**config.mk**
```make
export PLATFORM = sky130hd
export DESIGN_NAME = thermal_throttle_control
export DESIGN_NICKNAME = d
export VERILOG_FILES = /design/src/hw/thermal_core_sensor.v /design/src/hw/thermal_throttle_control.v
export VERILOG_INCLUDE_DIRS = /design/src /design/src/hw
export SDC_FILE = /design/constraint.sdc
export NUM_CORES = 1
export LEC_CHECK = 0
export BUFFER_PORTS_ARGS = -buffer_cell sky130_fd_sc_hd__buf_2
export CELL_PAD_IN_SITES_DETAIL_PLACEMENT = 0
export CELL_PAD_IN_SITES_GLOBAL_PLACEMENT = 1
export CORE_AREA = 3 3 170 172
export DETAILED_ROUTE_END_ITERATION = 8
export DIE_AREA = 0 0 173 175
export PLACE_DENSITY = 0.6
export SYNTH_ARGS = -nofsm -noshare
export SYNTH_HDL_FRONTEND = slang
export SYNTH_SLANG_ARGS = --single-unit
```
**constraint.sdc**
```tcl
create_clock -name clk -period 2.3 [get_ports clk]
set_input_delay 0.46 -clock clk [delete_from_list [all_inputs] [get_ports clk]]
set_output_delay 0.46 -clock clk [all_outputs]
set_load 0.005 [all_outputs]
```
**src/hw/thermal_throttle_regs.vh**
```
// Register map, field positions, reset values and timing counts
// for the thermal throttle controller. Definitions only.
`ifndef THERMAL_THROTTLE_REGS_VH
`define THERMAL_THROTTLE_REGS_VH

// ----------------------------------------------------------
// Byte offsets on the Wishbone slave
// ----------------------------------------------------------
`define OFS_CTRL     5'h00
`define OFS_ONDEMAND 5'h04
`define OFS_PERF     5'h08
`define OFS_STATUS   5'h0C
`define OFS_DTS0     5'h10
`define OFS_DTS1     5'h14
`define OFS_THR0     5'h18
`define OFS_THR1     5'h1C

// ----------------------------------------------------------
// Field positions
// ----------------------------------------------------------
`define CTRL_CLKMOD_EN   0
`define CTRL_PERF_EN     1
`define CTRL_FORCE_MOD   2
`define CTRL_IRQ_ASSERT  3
`define CTRL_IRQ_DEASSERT 4
`define OD_EN            4
`define OD_DUTY_MSB      3
`define OD_DUTY_LSB      1
`define ST_OOS_STICKY    3
`define ST_HOT_ASSERT    4
`define ST_HOT_DEASSERT  5
`define DTS_EV_LSB       8

// ----------------------------------------------------------
// Reset values
// ----------------------------------------------------------
`define CTRL_RESET  5'h03
`define OD_RESET    5'h00
`define SWREQ_RESET 4'hF
`define FLOOR_RESET 4'h0
`define THR_RESET   18'h0_0000

// ----------------------------------------------------------
// Temperatures in degrees, duty and timing
// ----------------------------------------------------------
`define TJ_MAX      8'h64
`define TJ_HYST     8'h02
`define TJ_CAT      8'h7D
`define AUTO_DUTY   3'h4
`define CLK_NS      100
`define MOD_STEP_NS 800
`define MOD_STEP_CYC (`MOD_STEP_NS / `CLK_NS)
`define FORCE_WAIT_NS 10000
`define FORCE_WAIT_CYC ((`FORCE_WAIT_NS + `CLK_NS - 1) / `CLK_NS)
`define OOS_WAIT_NS 50000
`define OOS_WAIT_CYC ((`OOS_WAIT_NS + `CLK_NS - 1) / `CLK_NS)

`endif

```
**src/hw/thermal_core_sensor.v**
```verilog
// One core's digital temperature readout, trip and thresholds.
// Assumes temp is an absolute reading synchronous to clk.
`include "thermal_throttle_regs.vh"

module thermal_core_sensor (
    input  wire       clk,
    input  wire       srst,
    input  wire [7:0] temp,
    input  wire [7:0] thrA,
    input  wire [7:0] thrB,
    input  wire [1:0] thrEn,
    output reg  [6:0] readout,
    output reg        trip,
    output reg        cat,
    output reg  [1:0] crossed
);

// ----------------------------------------------------------
// Comparisons
// ----------------------------------------------------------
reg  [1:0] above_q;
wire [7:0] margin = `TJ_MAX - temp;
wire       atMax  = (temp >= `TJ_MAX);
wire [1:0] above_d = {temp >= thrB, temp >= thrA};

// Readout clamps at zero: never reports above the maximum
always @(posedge clk) begin
    if (srst) begin
        readout <= 7'h00;
        trip    <= 1'b0;
        cat     <= 1'b0;
        above_q <= 2'h0;
        crossed <= 2'h0;
    end else begin
        readout <= atMax ? 7'h00 : margin[6:0]; // RQ15
        // Hysteresis keeps the trip from chattering near max
        if (atMax)
            trip <= 1'b1; // RQ17
        else if (temp <= `TJ_MAX - `TJ_HYST)
            trip <= 1'b0; // RQ24
        cat     <= (temp >= `TJ_CAT);
        above_q <= above_d;
        crossed <= thrEn & (above_d ^ above_q); // RQ18
    end
end

endmodule

```
**src/hw/thermal_throttle_control.v**
```verilog
// Thermal throttle controller for a dual-core processor.
// Assumes Wishbone classic master, inputs synchronous to clk,
// and an external pull-up on the open-drain hot pin.
//
// Function
// RQ1: both auto modes: perf-state throttle wins
// RQ2: force option adds clock modulation if needed
// RQ3: faster software request deferred during throttle
// RQ4: slower software request taken immediately
// RQ5: on-demand enable bit throttles regardless of temperature
// RQ6: on-demand duty in eighths, one to seven
// RQ7: automatic modulation fixed at half duty
// RQ8: automatic behaviour beats on-demand when hot
// RQ9: drive hot pin low above trip point
// RQ10: optional interrupt on hot assert, deassert
// RQ11: no new hot assertion in low power
// RQ12: held hot stays until exit and cool; the code releases it once both cores cool, even while still in low power
// RQ13: hot released during deep power-down state
// RQ14: catastrophic trip asserts and stops clocks
// RQ15: readout relative, clamped at maximum
// RQ16: persistent heat latches out-of-spec plus sticky
// RQ17: throttle triggers at readout maximum
// RQ18: two threshold interrupts per core
// RQ19: external hot pull-low activates throttling
// RQ20: either core trips one pin, both modulated
// RQ21: any trip moves both cores to floor
// RQ22: external hot ignores force, perf only
// RQ23: throttle to floor, return to request
// RQ24: modulation stops once cool, with hysteresis
// RQ25: hot pin open-drain, wired-OR with outside
`include "thermal_throttle_regs.vh"

module thermal_throttle_control (
    input  wire        clk,
    input  wire        srst,
    input  wire        wb_cyc_i,
    input  wire        wb_stb_i,
    input  wire        wb_we_i,
    input  wire [4:0]  wb_adr_i,
    input  wire [3:0]  wb_sel_i,
    input  wire [31:0] wb_dat_i,
    output reg  [31:0] wb_dat_o,
    output reg         wb_ack_o,
    input  wire [7:0]  core0Temp,
    input  wire [7:0]  core1Temp,
    input  wire        lowPowerState,
    input  wire        deepPowerDown,
    input  wire        hotIndicatorNIn,
    output reg         hotIndicatorNOut,
    output reg         hotIndicatorNOe,
    output reg         catastrophicTripN,
    output reg         coreClkRun,
    output reg  [3:0]  perfPoint,
    output reg         thermIrq,
    output reg  [1:0]  coreIrq
);

// ----------------------------------------------------------
// Byte-lane merge for register writes
// ----------------------------------------------------------
function [31:0] merge;
    input [31:0] old;
    input [31:0] dat;
    input [3:0]  sel;
    integer i;
    begin
        merge = old;
        for (i = 0; i < 4; i = i + 1) begin
            if (sel[i])
                merge[i*8 +: 8] = dat[i*8 +: 8];
        end
    end
endfunction

// ----------------------------------------------------------
// State
// ----------------------------------------------------------
reg  [4:0]  ctrl_q;
reg  [4:0]  odCtl_q;
reg  [3:0]  swReq_q;
reg  [3:0]  floor_q;
reg  [17:0] thr0_q;
reg  [17:0] thr1_q;
reg         oos_q;
reg         oosSticky_q;
reg         hotAsEv_q;
reg         hotDeEv_q;
reg  [1:0]  thrEv0_q;
reg  [1:0]  thrEv1_q;
reg         pinLow_q;
reg         catLatched_q;
reg  [9:0]  hotCnt_q;
reg  [3:0]  stepCnt_q;
reg  [2:0]  phase_q;
reg         deferred_q;
reg  [31:0] rdData;
reg         hotDrive_d;
reg  [3:0]  perfPoint_d;
reg  [2:0]  onEighths;
reg         runGate;

wire [6:0] readout0;
wire [6:0] readout1;
wire       trip0;
wire       trip1;
wire       cat0;
wire       cat1;
wire [1:0] cross0;
wire [1:0] cross1;

// ----------------------------------------------------------
// Per-core sensors
// ----------------------------------------------------------
thermal_core_sensor sensor0 (
    .clk     (clk),
    .srst    (srst),
    .temp    (core0Temp),
    .thrA    (thr0_q[7:0]),
    .thrB    (thr0_q[15:8]),
    .thrEn   (thr0_q[17:16]),
    .readout (readout0),
    .trip    (trip0),
    .cat     (cat0),
    .crossed (cross0)
);

thermal_core_sensor sensor1 (
    .clk     (clk),
    .srst    (srst),
    .temp    (core1Temp),
    .thrA    (thr1_q[7:0]),
    .thrB    (thr1_q[15:8]),
    .thrEn   (thr1_q[17:16]),
    .readout (readout1),
    .trip    (trip1),
    .cat     (cat1),
    .crossed (cross1)
);

// ----------------------------------------------------------
// Throttle decision
// ----------------------------------------------------------
wire anyTrip = trip0 | trip1; // RQ20
// Only seen while we are not pulling the pin ourselves
wire extHot  = ~hotIndicatorNIn & ~hotIndicatorNOe; // RQ19
wire clkEn   = ctrl_q[`CTRL_CLKMOD_EN];
wire perfEn  = ctrl_q[`CTRL_PERF_EN];
wire autoEn  = clkEn | perfEn;
wire autoHot = autoEn & (anyTrip | extHot); // RQ19
wire odEn    = odCtl_q[`OD_EN];
wire [2:0] odDuty = odCtl_q[`OD_DUTY_MSB:`OD_DUTY_LSB];
wire perfThrottle = perfEn & autoHot; // RQ21
wire forceMod = ctrl_q[`CTRL_FORCE_MOD] & anyTrip & ~extHot
              & (hotCnt_q >= `FORCE_WAIT_CYC); // RQ22
// Perf throttle takes precedence unless force adds modulation
wire autoMod  = autoHot & clkEn & (~perfEn | forceMod); // RQ1 RQ2
wire odMod    = odEn & ~autoHot; // RQ8
wire tccActive = autoHot | odEn; // RQ5
wire busReq   = wb_cyc_i & wb_stb_i & ~wb_ack_o;
wire wrReq    = busReq & wb_we_i;

// Duty select: auto duty cannot be changed by software
always @* begin
    if (autoMod)
        onEighths = `AUTO_DUTY; // RQ7
    else if (odDuty == 3'h0)
        onEighths = `AUTO_DUTY;
    else
        onEighths = odDuty; // RQ6
    if (autoMod | odMod)
        runGate = (phase_q < onEighths); // RQ20
    else
        runGate = 1'b1; // RQ24
end

// Operating point: floor while throttled if the request is above it, request otherwise
always @* begin
    if (perfThrottle && swReq_q > floor_q)
        perfPoint_d = floor_q; // RQ3
    else
        perfPoint_d = swReq_q; // RQ4 RQ23
end

// Hot pin drive across the power states
always @* begin
    if (deepPowerDown)
        hotDrive_d = 1'b0; // RQ13
    else if (lowPowerState)
        hotDrive_d = hotIndicatorNOe & anyTrip; // RQ11 RQ12
    else
        hotDrive_d = anyTrip; // RQ9
end

// ----------------------------------------------------------
// Modulation phase and persistence counter
// ----------------------------------------------------------
always @(posedge clk) begin
    if (srst) begin
        stepCnt_q <= 4'h0;
        phase_q   <= 3'h0;
        hotCnt_q  <= 10'h000;
    end else begin
        if (stepCnt_q == `MOD_STEP_CYC - 1) begin
            stepCnt_q <= 4'h0;
            phase_q   <= phase_q + 3'h1;
        end else begin
            stepCnt_q <= stepCnt_q + 4'h1;
        end
        // Counts how long heat persists under auto throttling
        if (!(autoHot && anyTrip))
            hotCnt_q <= 10'h000;
        else if (hotCnt_q != 10'h3FF)
            hotCnt_q <= hotCnt_q + 10'h001;
    end
end

// ----------------------------------------------------------
// Outputs toward the cores and the pins
// ----------------------------------------------------------
always @(posedge clk) begin
    if (srst) begin
        hotIndicatorNOut  <= 1'b0;
        hotIndicatorNOe   <= 1'b0;
        catLatched_q      <= 1'b0;
        catastrophicTripN <= 1'b1;
        coreClkRun        <= 1'b1;
        perfPoint         <= `SWREQ_RESET;
        deferred_q        <= 1'b0;
        pinLow_q          <= 1'b0;
        oos_q             <= 1'b0;
        thermIrq          <= 1'b0;
        coreIrq           <= 2'h0;
    end else begin
        // Open drain: only ever drives low
        hotIndicatorNOut <= 1'b0; // RQ25
        hotIndicatorNOe  <= hotDrive_d; // RQ25
        // Latched until reset: supply is expected to be cut
        if (cat0 | cat1)
            catLatched_q <= 1'b1; // RQ14
        catastrophicTripN <= ~(catLatched_q | cat0 | cat1); // RQ14
        coreClkRun <= runGate & ~catLatched_q & ~cat0 & ~cat1; // RQ14
        perfPoint  <= perfPoint_d; // RQ21
        deferred_q <= perfThrottle & (swReq_q > floor_q); // RQ3
        pinLow_q   <= ~hotIndicatorNIn;
        oos_q      <= autoHot & anyTrip
                    & (hotCnt_q >= `OOS_WAIT_CYC); // RQ16
        thermIrq <= (hotAsEv_q & ctrl_q[`CTRL_IRQ_ASSERT])
                  | (hotDeEv_q & ctrl_q[`CTRL_IRQ_DEASSERT])
                  | oosSticky_q; // RQ10 RQ16
        coreIrq  <= {|thrEv1_q, |thrEv0_q}; // RQ18
    end
end

// ----------------------------------------------------------
// Read multiplexer
// ----------------------------------------------------------
always @* begin
    case (wb_adr_i)
        `OFS_CTRL:     rdData = {27'h000_0000, ctrl_q};
        `OFS_ONDEMAND: rdData = {27'h000_0000, odCtl_q};
        `OFS_PERF:     rdData = {24'h00_0000, floor_q, swReq_q};
        `OFS_STATUS:   rdData = {20'h0_0000, perfPoint, deferred_q,
                                 extHot, hotDeEv_q, hotAsEv_q,
                                 oosSticky_q, oos_q, tccActive,
                                 pinLow_q};
        `OFS_DTS0:     rdData = {22'h00_0000, thrEv0_q, trip0,
                                 readout0};
        `OFS_DTS1:     rdData = {22'h00_0000, thrEv1_q, trip1,
                                 readout1};
        `OFS_THR0:     rdData = {14'h0000, thr0_q};
        `OFS_THR1:     rdData = {14'h0000, thr1_q};
        default:       rdData = 32'h0000_0000;
    endcase
end

// ----------------------------------------------------------
// Wishbone slave: one wait state, unmapped reads give zero
// ----------------------------------------------------------
wire [31:0] wrCtrl  = merge({27'h000_0000, ctrl_q},
                            wb_dat_i, wb_sel_i);
wire [31:0] wrOd    = merge({27'h000_0000, odCtl_q},
                            wb_dat_i, wb_sel_i);
wire [31:0] wrPerf  = merge({24'h00_0000, floor_q, swReq_q},
                            wb_dat_i, wb_sel_i);
wire [31:0] wrThr0  = merge({14'h0000, thr0_q},
                            wb_dat_i, wb_sel_i);
wire [31:0] wrThr1  = merge({14'h0000, thr1_q},
                            wb_dat_i, wb_sel_i);
wire [2:0]  clrSt   = (wrReq && wb_adr_i == `OFS_STATUS && wb_sel_i[0])
                    ? wb_dat_i[`ST_HOT_DEASSERT:`ST_OOS_STICKY] : 3'h0;
wire [1:0]  clrEv0  = (wrReq && wb_adr_i == `OFS_DTS0 && wb_sel_i[1])
                    ? wb_dat_i[`DTS_EV_LSB +: 2] : 2'h0;
wire [1:0]  clrEv1  = (wrReq && wb_adr_i == `OFS_DTS1 && wb_sel_i[1])
                    ? wb_dat_i[`DTS_EV_LSB +: 2] : 2'h0;
wire        hotRise = ~hotIndicatorNIn & ~pinLow_q;
wire        hotFall = hotIndicatorNIn & pinLow_q;

// Register writes; sticky bits let a new event beat the clear
always @(posedge clk) begin
    if (srst) begin
        wb_ack_o    <= 1'b0;
        wb_dat_o    <= 32'h0000_0000;
        ctrl_q      <= `CTRL_RESET;
        odCtl_q     <= `OD_RESET;
        swReq_q     <= `SWREQ_RESET;
        floor_q     <= `FLOOR_RESET;
        thr0_q      <= `THR_RESET;
        thr1_q      <= `THR_RESET;
        oosSticky_q <= 1'b0;
        hotAsEv_q   <= 1'b0;
        hotDeEv_q   <= 1'b0;
        thrEv0_q    <= 2'h0;
        thrEv1_q    <= 2'h0;
    end else begin
        wb_ack_o <= busReq;
        if (busReq && !wb_we_i)
            wb_dat_o <= rdData;
        if (wrReq) begin
            case (wb_adr_i)
                `OFS_CTRL:     ctrl_q  <= wrCtrl[4:0];
                // Takes effect at once, whatever the temperature
                `OFS_ONDEMAND: odCtl_q <= {wrOd[4:1], 1'b0}; // RQ5
                `OFS_PERF: begin
                    swReq_q <= wrPerf[3:0]; // RQ3 RQ4
                    floor_q <= wrPerf[7:4];
                end
                `OFS_THR0:     thr0_q  <= wrThr0[17:0];
                `OFS_THR1:     thr1_q  <= wrThr1[17:0];
                default: ;
            endcase
        end
        oosSticky_q <= (oosSticky_q & ~clrSt[0]) | oos_q; // RQ16
        hotAsEv_q   <= (hotAsEv_q & ~clrSt[1]) | hotRise; // RQ10
        hotDeEv_q   <= (hotDeEv_q & ~clrSt[2]) | hotFall; // RQ10
        thrEv0_q    <= (thrEv0_q & ~clrEv0) | cross0; // RQ18
        thrEv1_q    <= (thrEv1_q & ~clrEv1) | cross1; // RQ18
    end
end

endmodule

```
==> results.md, run 1 <==
- Die area: 0.0303 mm²
- Most common cell after layout, fill and taps aside: dfxtp_1
- Net Sw Frac: 25.2%
- Clock share of power: 47.2%
- Fin nets: 1001
- Syn Area/Cell: 8.67 µm²
- First-pass GRT wire length: 33900 µm
- Share of cells above drive strength 1: 19.3%
- Pre-Repair DR Iteration Count: 5
- CP max stage delay: 370 ps
- Main synth FF type: dfxtp_1
- WL per Instance: 17.1 µm
- Initial Utilization: 24.8%
- Final Hold Fails: 0
- CTS tree: built
- CP Capture Type: flop
- Ys async rst share: 0%
- Dpl cells: 1247
- Critical-path top delay cell: o311a_1
- Longest Clk Path Bufs: 2
- Min-Delay Endpoint: hotIndicatorNOe$_SDFF_PP0_
- GR Overflow Total: 0
- Flop-to-flop setup slack: 210 ps
- Initial DRC count: 403
- Pwr dens: 657 mW/mm²
- # port buffers: 78
- CP delay by family, top: compound AO/OA/AOI/OAI gates
- Die width: 173 µm
- Int Pwr: 0.00411 W
- CP Cell Sequence: o311a_1 -> o221ai_2 -> a21oi_2 -> nor3_2 -> ha_1 -> a211oi_1 -> nand2_1 -> a31oi_2 -> o31a_1
- Worst R2R Start: hotCnt_q[4]$_SDFFE_PP0P_
- Worst hold path class: primary input to flop
- CTS Sinks: 136
- Leak: 3.36 nW
- Buf+Inv Stages, Crit Path: 0
- Final ANT Viol Nets: 0
- Clock Latency Late Sink: 420 ps
- #FFs+latches synth: 136
- Synthesized instance count: 792
- Maximum operating frequency: 479 MHz
- RSZ-0062 raised after global routing: false
- Max Slew Vio Count: 0
- Vias in the first global route: 5718
- Yosys warns: 0
- Via Count: 5845
- Top Ports: 109
- Core area: 0.0276 mm²
- HPWL after detailed placement: 16700 µm
- Hold path cells: 2
- Die height: 175 µm
- Vias per Instance: 4.57
- Drt total wl: 21900 µm
- Status: completed
- Worst hold path startpoint: deepPowerDown
- Final Cycle Share: 90.8%
- Largest net degree at the start of global routing: 63
- Comb pwr share: 8.5%
- Most frequent cells in the layout: 136 x dfxtp_1, 104 x nor2_1, 77 x buf_2, 62 x nand2_1, 54 x inv_1
- Max-cap violations: 0
- Critical Path Fanout Max: 3
- Worst R2R Path Depth: 9
- Minimum clock period: 2090 ps
- Data required time of the critical path: 2670 ps
- Crit start category: flop
- Routability cong.: 0.836
- Initial antenna violation count: 1
- Reg2Reg Capture Point: coreClkRun$_SDFF_PP1_
- Setup Skew: 6.23 ps
- Tightest Pin Transition: 537 ps
- Cell Rows: 61
- DRC: 0
- Post-synthesis sequential area ratio: 39.7%
- CTS root buf: clkbuf_16
- CTS Buf Count: 17
- Htree depth: 4
- All-Layer GR Usage: 14.5%
- Setup TNS: 0 ps
- Post-Syn Area: 0.00687 mm²
- Clock slew at reported path FFs: 60 ps
- Synth-to-layout area growth: 22.0%
- Dominant cells by area after synthesis: dfxtp_1 40%, ha_1 8.7%, nor2_1 5.7%
- Synth unique cells: 68
- Number of synthesized flops with an enable pin: 0
- Rel. slew slack: 64.0%
- Setup violators final: 0
- Sw Pwr: 0.00139 W
- Sequential share of power: 44.3%
- Post-synth top area share: 39.7%
- Finished Layout Cells: 1279
- Critical Path AT: 2460 ps
- Dominant cell type by area after synthesis: dfxtp_1
- Peak VDD IR: 487 µV
- CP Class: flop to flop
## flip-flops by register name, summed over array words and instances (netlist names), 2 cells and up
| register | cells |
|---|---|
| hotCnt_q | 10 |
| thr0_q | 18 |
| sensor0.readout | 7 |
| thr1_q | 18 |
| stepCnt_q | 4 |
| phase_q | 3 |
| ctrl_q | 5 |
| sensor1.crossed | 2 |
| floor_q | 4 |
| sensor0.crossed | 2 |
| sensor0.above_q | 2 |
| thrEv1_q | 2 |
| sensor1.readout | 7 |
| odCtl_q | 4 |
| thrEv0_q | 2 |
| wb_dat_o | 18 |
| swReq_q | 4 |
| sensor1.above_q | 2 |
| perfPoint | 4 |
| coreIrq | 2 |
## cell usage after synthesis (4+ instances only)
cell type  number
mux2i_1        35
buf_4          19
or3b_2          4
buf_2          12
inv_1          54
a211oi_1        7
xnor2_1         7
xor2_1         11
nor2_1        104
nand3b_1        8
a221oi_1        4
and3_1          6
o31ai_1         7
a2bb2oi_1       6
a222oi_1        7
a31oi_1         7
clkbuf_1       17
nor3_1         11
mux2_2          4
nand3_1        41
a21oi_1        49
dfxtp_1       136
a22oi_1        10
buf_1           4
nand4_1         4
a32oi_1         5
ha_1           48
nand2_1        62
nor2b_1         9
o21ai_0        22
a211o_1         4
o21ai_1         9
a22o_1         11
## per-stage QoR
stage                     util (%)  power [W]  setup slack, ps  hold slack [ps]  cell area, µm²
after floorplan                  -    0.00275              322              413            6920
after global placement        28.2    0.00296             98.0              416            7800
after detailed placement      28.2    0.00296             94.4              430            7800
after CTS                     30.2    0.00556              154              171            8350
after global routing          30.3    0.00571             37.2              181            8380
final                         30.3    0.00550              211              191            8380
## power groups by stage
| stage | clock (W) | combinational, W | sequential [W] |
|---|---|---|---|
| after global placement | 0 | 0.000469 | 0.00249 |
| after global routing | 0.00275 | 0.000524 | 0.00244 |
| after CTS | 0.00265 | 0.000472 | 0.00243 |
| after floorplan | 0 | 0.000271 | 0.00248 |
| final | 0.00260 | 0.000468 | 0.00243 |
| after detailed placement | 0 | 0.000470 | 0.00249 |
## metal layers
metal / GRT usage (%) / vias to the layer above / part of all wire, %
met5: 0 / - / 0
met4: 5.81 / 0 / 2.6
met3: 2.72 / 32 / 4.0
met2: 23.1 / 126 / 45
met1: 19.5 / 2733 / 48
li1: - / 2954 / -
## worst max path at each step
stage / startpoint / endpoint / slack (ps) / depth (start not counted)
final: hotCnt_q[4]$_SDFFE_PP0P_ / coreClkRun$_SDFF_PP1_ / 210 / 9
after global routing: hotCnt_q[9]$_SDFFE_PP0P_ / coreClkRun$_SDFF_PP1_ / 40 / 9
after CTS: hotCnt_q[9]$_SDFFE_PP0P_ / coreClkRun$_SDFF_PP1_ / 150 / 9
after detailed placement: hotIndicatorNIn / coreClkRun$_SDFF_PP1_ / 90 / 10
after global placement: hotIndicatorNIn / coreClkRun$_SDFF_PP1_ / 100 / 10
after floorplan: hotCnt_q[4]$_SDFFE_PP0P_ / coreClkRun$_SDFF_PP1_ / 320 / 9
## layout make-up
type | count | area (µm²)
Multi-Input combinational cell | 562 | 3710
Tap cell | 378 | 473
Clock buffer | 20 | 457
Clock inverter | 11 | 100
Timing Repair Buffer | 117 | 711
Inverter | 54 | 203
Fill cell | 3030 | 19300
Antenna cell | 1 | 2.50
Sequential cell | 136 | 2720
## logic make-up after synthesis
family | count (synthesis) | share of synthesized area, %
other | 1 | 0.0546
XOR/XNOR | 18 | 2.30
AO/OA/AOI/OAI | 167 | 16.5
AND/OR/NAND/NOR | 272 | 18.9
adder cells (fa/ha/maj) | 48 | 8.75
multiplexers | 42 | 6.42
buffers and inverters | 108 | 7.38
flip-flops | 136 | 39.7
## what timing repair did
| action | CTS | global route |
|---|---|---|
| hold buffers | 0 | 0 |
| buffers inserted | 0 | 0 |
| endpoints found under the setup margin | 0 | 1 |
| hold endpoints to repair | 0 | 0 |
| gates resized for setup | 0 | 4 |
Power figures use the tool's default switching activity.
==> run 2: changes to the inputs <==
clock period = 1.99 ns   (was 2.3 ns; I/O delays follow)
==> run 2 against run 1 <==
First-iteration DRC count increased by 7.2%. Clock-buffer cell count shrank 2. Worst setup slack worse by 180 ps. Global-route usage rose by 0.27 points. Clock power rose by 20%. Largest cell class unchanged.
==> results.md, run 2 (synthesis gave the netlist of run 1 again) <==
- Initial antenna violation count: 2 (+1)
- Die width: 173 µm (unchanged)
- Htree depth: 4 (unchanged)
- Initial Utilization: 24.8% (unchanged)
- Pre-Repair DR Iteration Count: 6 (+1)
- Most frequent cells in the layout: 136 x dfxtp_1, 104 x nor2_1, 77 x buf_2, 72 x buf_4, 62 x nand2_1
- Design Power: 0.00652 W (+19%)
- Fin nets: 1038 (+3.7%)
- Initial DRC count: 432 (+7.2%)
- Cell Rows: 61 (unchanged)
- Int Pwr: 0.00480 W (+17%)
- Clock Latency Late Sink: 430 ps (about the same)
- HPWL after detailed placement: 17400 µm (+3.8%)
- Reg2Reg Capture Point: coreClkRun$_SDFF_PP1_
- Top Ports: 109 (unchanged)
- CP Capture Type: flop
- Final ANT Viol Nets: 0 (unchanged)
- Pwr dens: 748 mW/mm² (+14%)
- Status: completed
- WL per Instance: 17.0 µm (-0.80%)
- GR Overflow Total: 0 (unchanged)
- All-Layer GR Usage: 14.8% (+0.27 points)
- DRC: 0 (unchanged)
- Max-cap violations: 0 (unchanged)
- Comb pwr share: 9.1% (+0.6 points)
- Setup ws final: 32.6 ps (-179 ps)
- Core area: 0.0276 mm² (unchanged)
- Flop-to-flop setup slack: 30 ps (-180 ps)
- Antenna Cells: 0 (-1)
- Buf+Inv Stages, Crit Path: 0 (unchanged)
- CTS tree: built
- Clock slew at reported path FFs: 70 ps (about the same)
- Worst R2R Path Depth: 9 (unchanged)
- Setup violators final: 0 (unchanged)
- Most common cell after layout, fill and taps aside: dfxtp_1
- Critical-path top delay cell: o311a_1
- Minimum clock period: 1960 ps (-131 ps)
- Vias per Instance: 4.55 (-0.47%)
- Via Count: 5986 (+2.4%)
- Longest Clk Path Bufs: 2 (unchanged)
- CTS root buf: clkbuf_16
- Die height: 175 µm (unchanged)
- # hold bufs at CTS: 0 (unchanged)
- Routability cong.: 0.857 (+2.5%)
- Die area: 0.0303 mm² (unchanged)
- # port buffers: 78 (unchanged)
- CP delay by family, top: compound AO/OA/AOI/OAI gates
- Max Slew Vio Count: 0 (unchanged)
- Critical Path End: coreClkRun$_SDFF_PP1_
- Net Sw Frac: 26.4% (+1.2 points)
- CTS Sinks: 136 (unchanged)
- Vias in the first global route: 5746 (+0.49%)
- Final Hold Fails: 0 (unchanged)
- Setup Skew: 8.82 ps (+2.60 ps)
- Worst setup startpoint: hotCnt_q[4]$_SDFFE_PP0P_
- Final Cycle Share: 98.4% (+7.5 points)
- CP Class: flop to flop
- Sequential share of power: 43.1% (-1.2 points)
- Largest regs: thr0_q: 18 flops, thr1_q: 18 flops, wb_dat_o: 18 flops
- Maximum operating frequency: 511 MHz (+6.7%)
- Hold WS: 122 ps (-69.1 ps)
- Critical Path AT: 2330 ps (-130 ps)
- Worst R2R Start: hotCnt_q[4]$_SDFFE_PP0P_
- Clock share of power: 47.8% (+0.6 points)
- Sw Pwr: 0.00172 W (+24%)
- RSZ-0062 raised after global routing: true
- CP max stage delay: 380 ps (about the same)
- Setup TNS: 0 ps (unchanged)
- Peak VDD IR: 542 µV (+11%)
- Pre-CTS setup slack: -157 ps (-251 ps)
- CP Cell Sequence: o311a_1 -> o221ai_2 -> a21oi_2 -> nor3_2 -> ha_1 -> a211oi_2 -> nand2_1 -> a31oi_1 -> o31a_1
- Synth-to-layout area growth: 27.1%
- Crit start category: flop
- Rel. slew slack: 63.7% (-0.22 points)
- Largest net degree at the start of global routing: 34 (-46%)
- Share of cells above drive strength 1: 23.0% (+3.7 points)
- Final Util: 31.6% (+1.3 points)
- Data required time of the critical path: 2370 ps (-300 ps)
- CTS Buf Count: 17 (unchanged)
- Levels on crit path: 9 (unchanged)
- Tightest Pin Transition: 540 ps (+3.33 ps)
- First-pass GRT wire length: 34500 µm (+1.9%)
- Drt total wl: 22400 µm (+2.1%)
- Leak: 3.56 nW (+5.8%)
- Critical Path Fanout Max: 3 (unchanged)
- Worst hold path class: primary input to flop
## run 2: cell count changes in the layout (fill, tap and decap cells not counted), moves of 2 or more
| cell | delta |
|---|---|
| clkinv_2 | -3 |
| o31ai_1 | -2 |
| a211oi_2 | +2 |
| inv_6 | +5 |
| buf_4 | +34 |
| buf_12 | +3 |
| o31ai_2 | +2 |
| a211oi_1 | -2 |
## run 2: worst min path at each step
stage                                             start                          to  slack [ps]  cells after the start
final                                     deepPowerDown  hotIndicatorNOe$_SDFF_PP0_         120                      2
after global placement    sensor0.crossed[1]$_SDFF_PP0_      thrEv0_q[1]$_SDFF_PP0_         420                      2
after floorplan           sensor0.crossed[0]$_SDFF_PP0_      thrEv0_q[0]$_SDFF_PP0_         410                      2
after global routing                      deepPowerDown  hotIndicatorNOe$_SDFF_PP0_         120                      2
after CTS                                 deepPowerDown  hotIndicatorNOe$_SDFF_PP0_         110                      2
after detailed placement  sensor0.crossed[1]$_SDFF_PP0_      thrEv0_q[1]$_SDFF_PP0_         430                      2
## run 2: power groups by stage
stage,Sequential [W],Clock (W),Combinational (W)
3_5_place_dp,0.00287,0,0.000586
3_3_place_gp,0.00287,0,0.000585
2_1_floorplan,0.00286,0,0.000313
6_report,0.00281,0.00312,0.000591
4_1_cts,0.00281,0.00319,0.000590
5_1_grt,0.00282,0.00332,0.000657
## run 2: through the flow
| step | instances | instance area (µm²) |
|---|---|---|
| 3_5_place_dp | 1284 | 8110 |
| 5_1_grt | 1316 | 8730 |
| 3_3_place_gp | 1284 | 8110 |
| 6_report | 1316 | 8730 |
| 4_1_cts | 1316 | 8710 |
| 2_1_floorplan | 806 | 6920 |
## run 2: cell type report
cell class                 instances  area [µm²]
sequential                       136        2720
fill                            2995       18900
multi-input combinational        562        3720
clock inverter                    14         139
tap                              378         473
inverter                          54         203
timing repair buffer             154        1030
clock buffer                      18         439
## run 2: repair_timing
item,CTS,global route
gates resized for setup,4,3
setup endpoints to repair,1,3
pin swaps,5,1
cloned,0,0
endpoints found under the hold margin,0,0
buffers inserted,0,0
## run 2: worst reg2reg max path, cell delays in order, from the launching register on
cell	delay [ps]
dfxtp_1	310
o311a_1	380
o221ai_2	180
a21oi_2	100
nor3_2	120
ha_1	270
a211oi_2	190
nand2_1	70
a31oi_1	160
o31a_1	130
## run 2: routing by layer
layer,GRT usage [%],wire length [µm],vias up
met2,23.5,10100,132
met1,19.9,10800,2804
met3,3.43,952,24
met4,4.66,446,4
met5,0,21,-
li1,-,-,3022
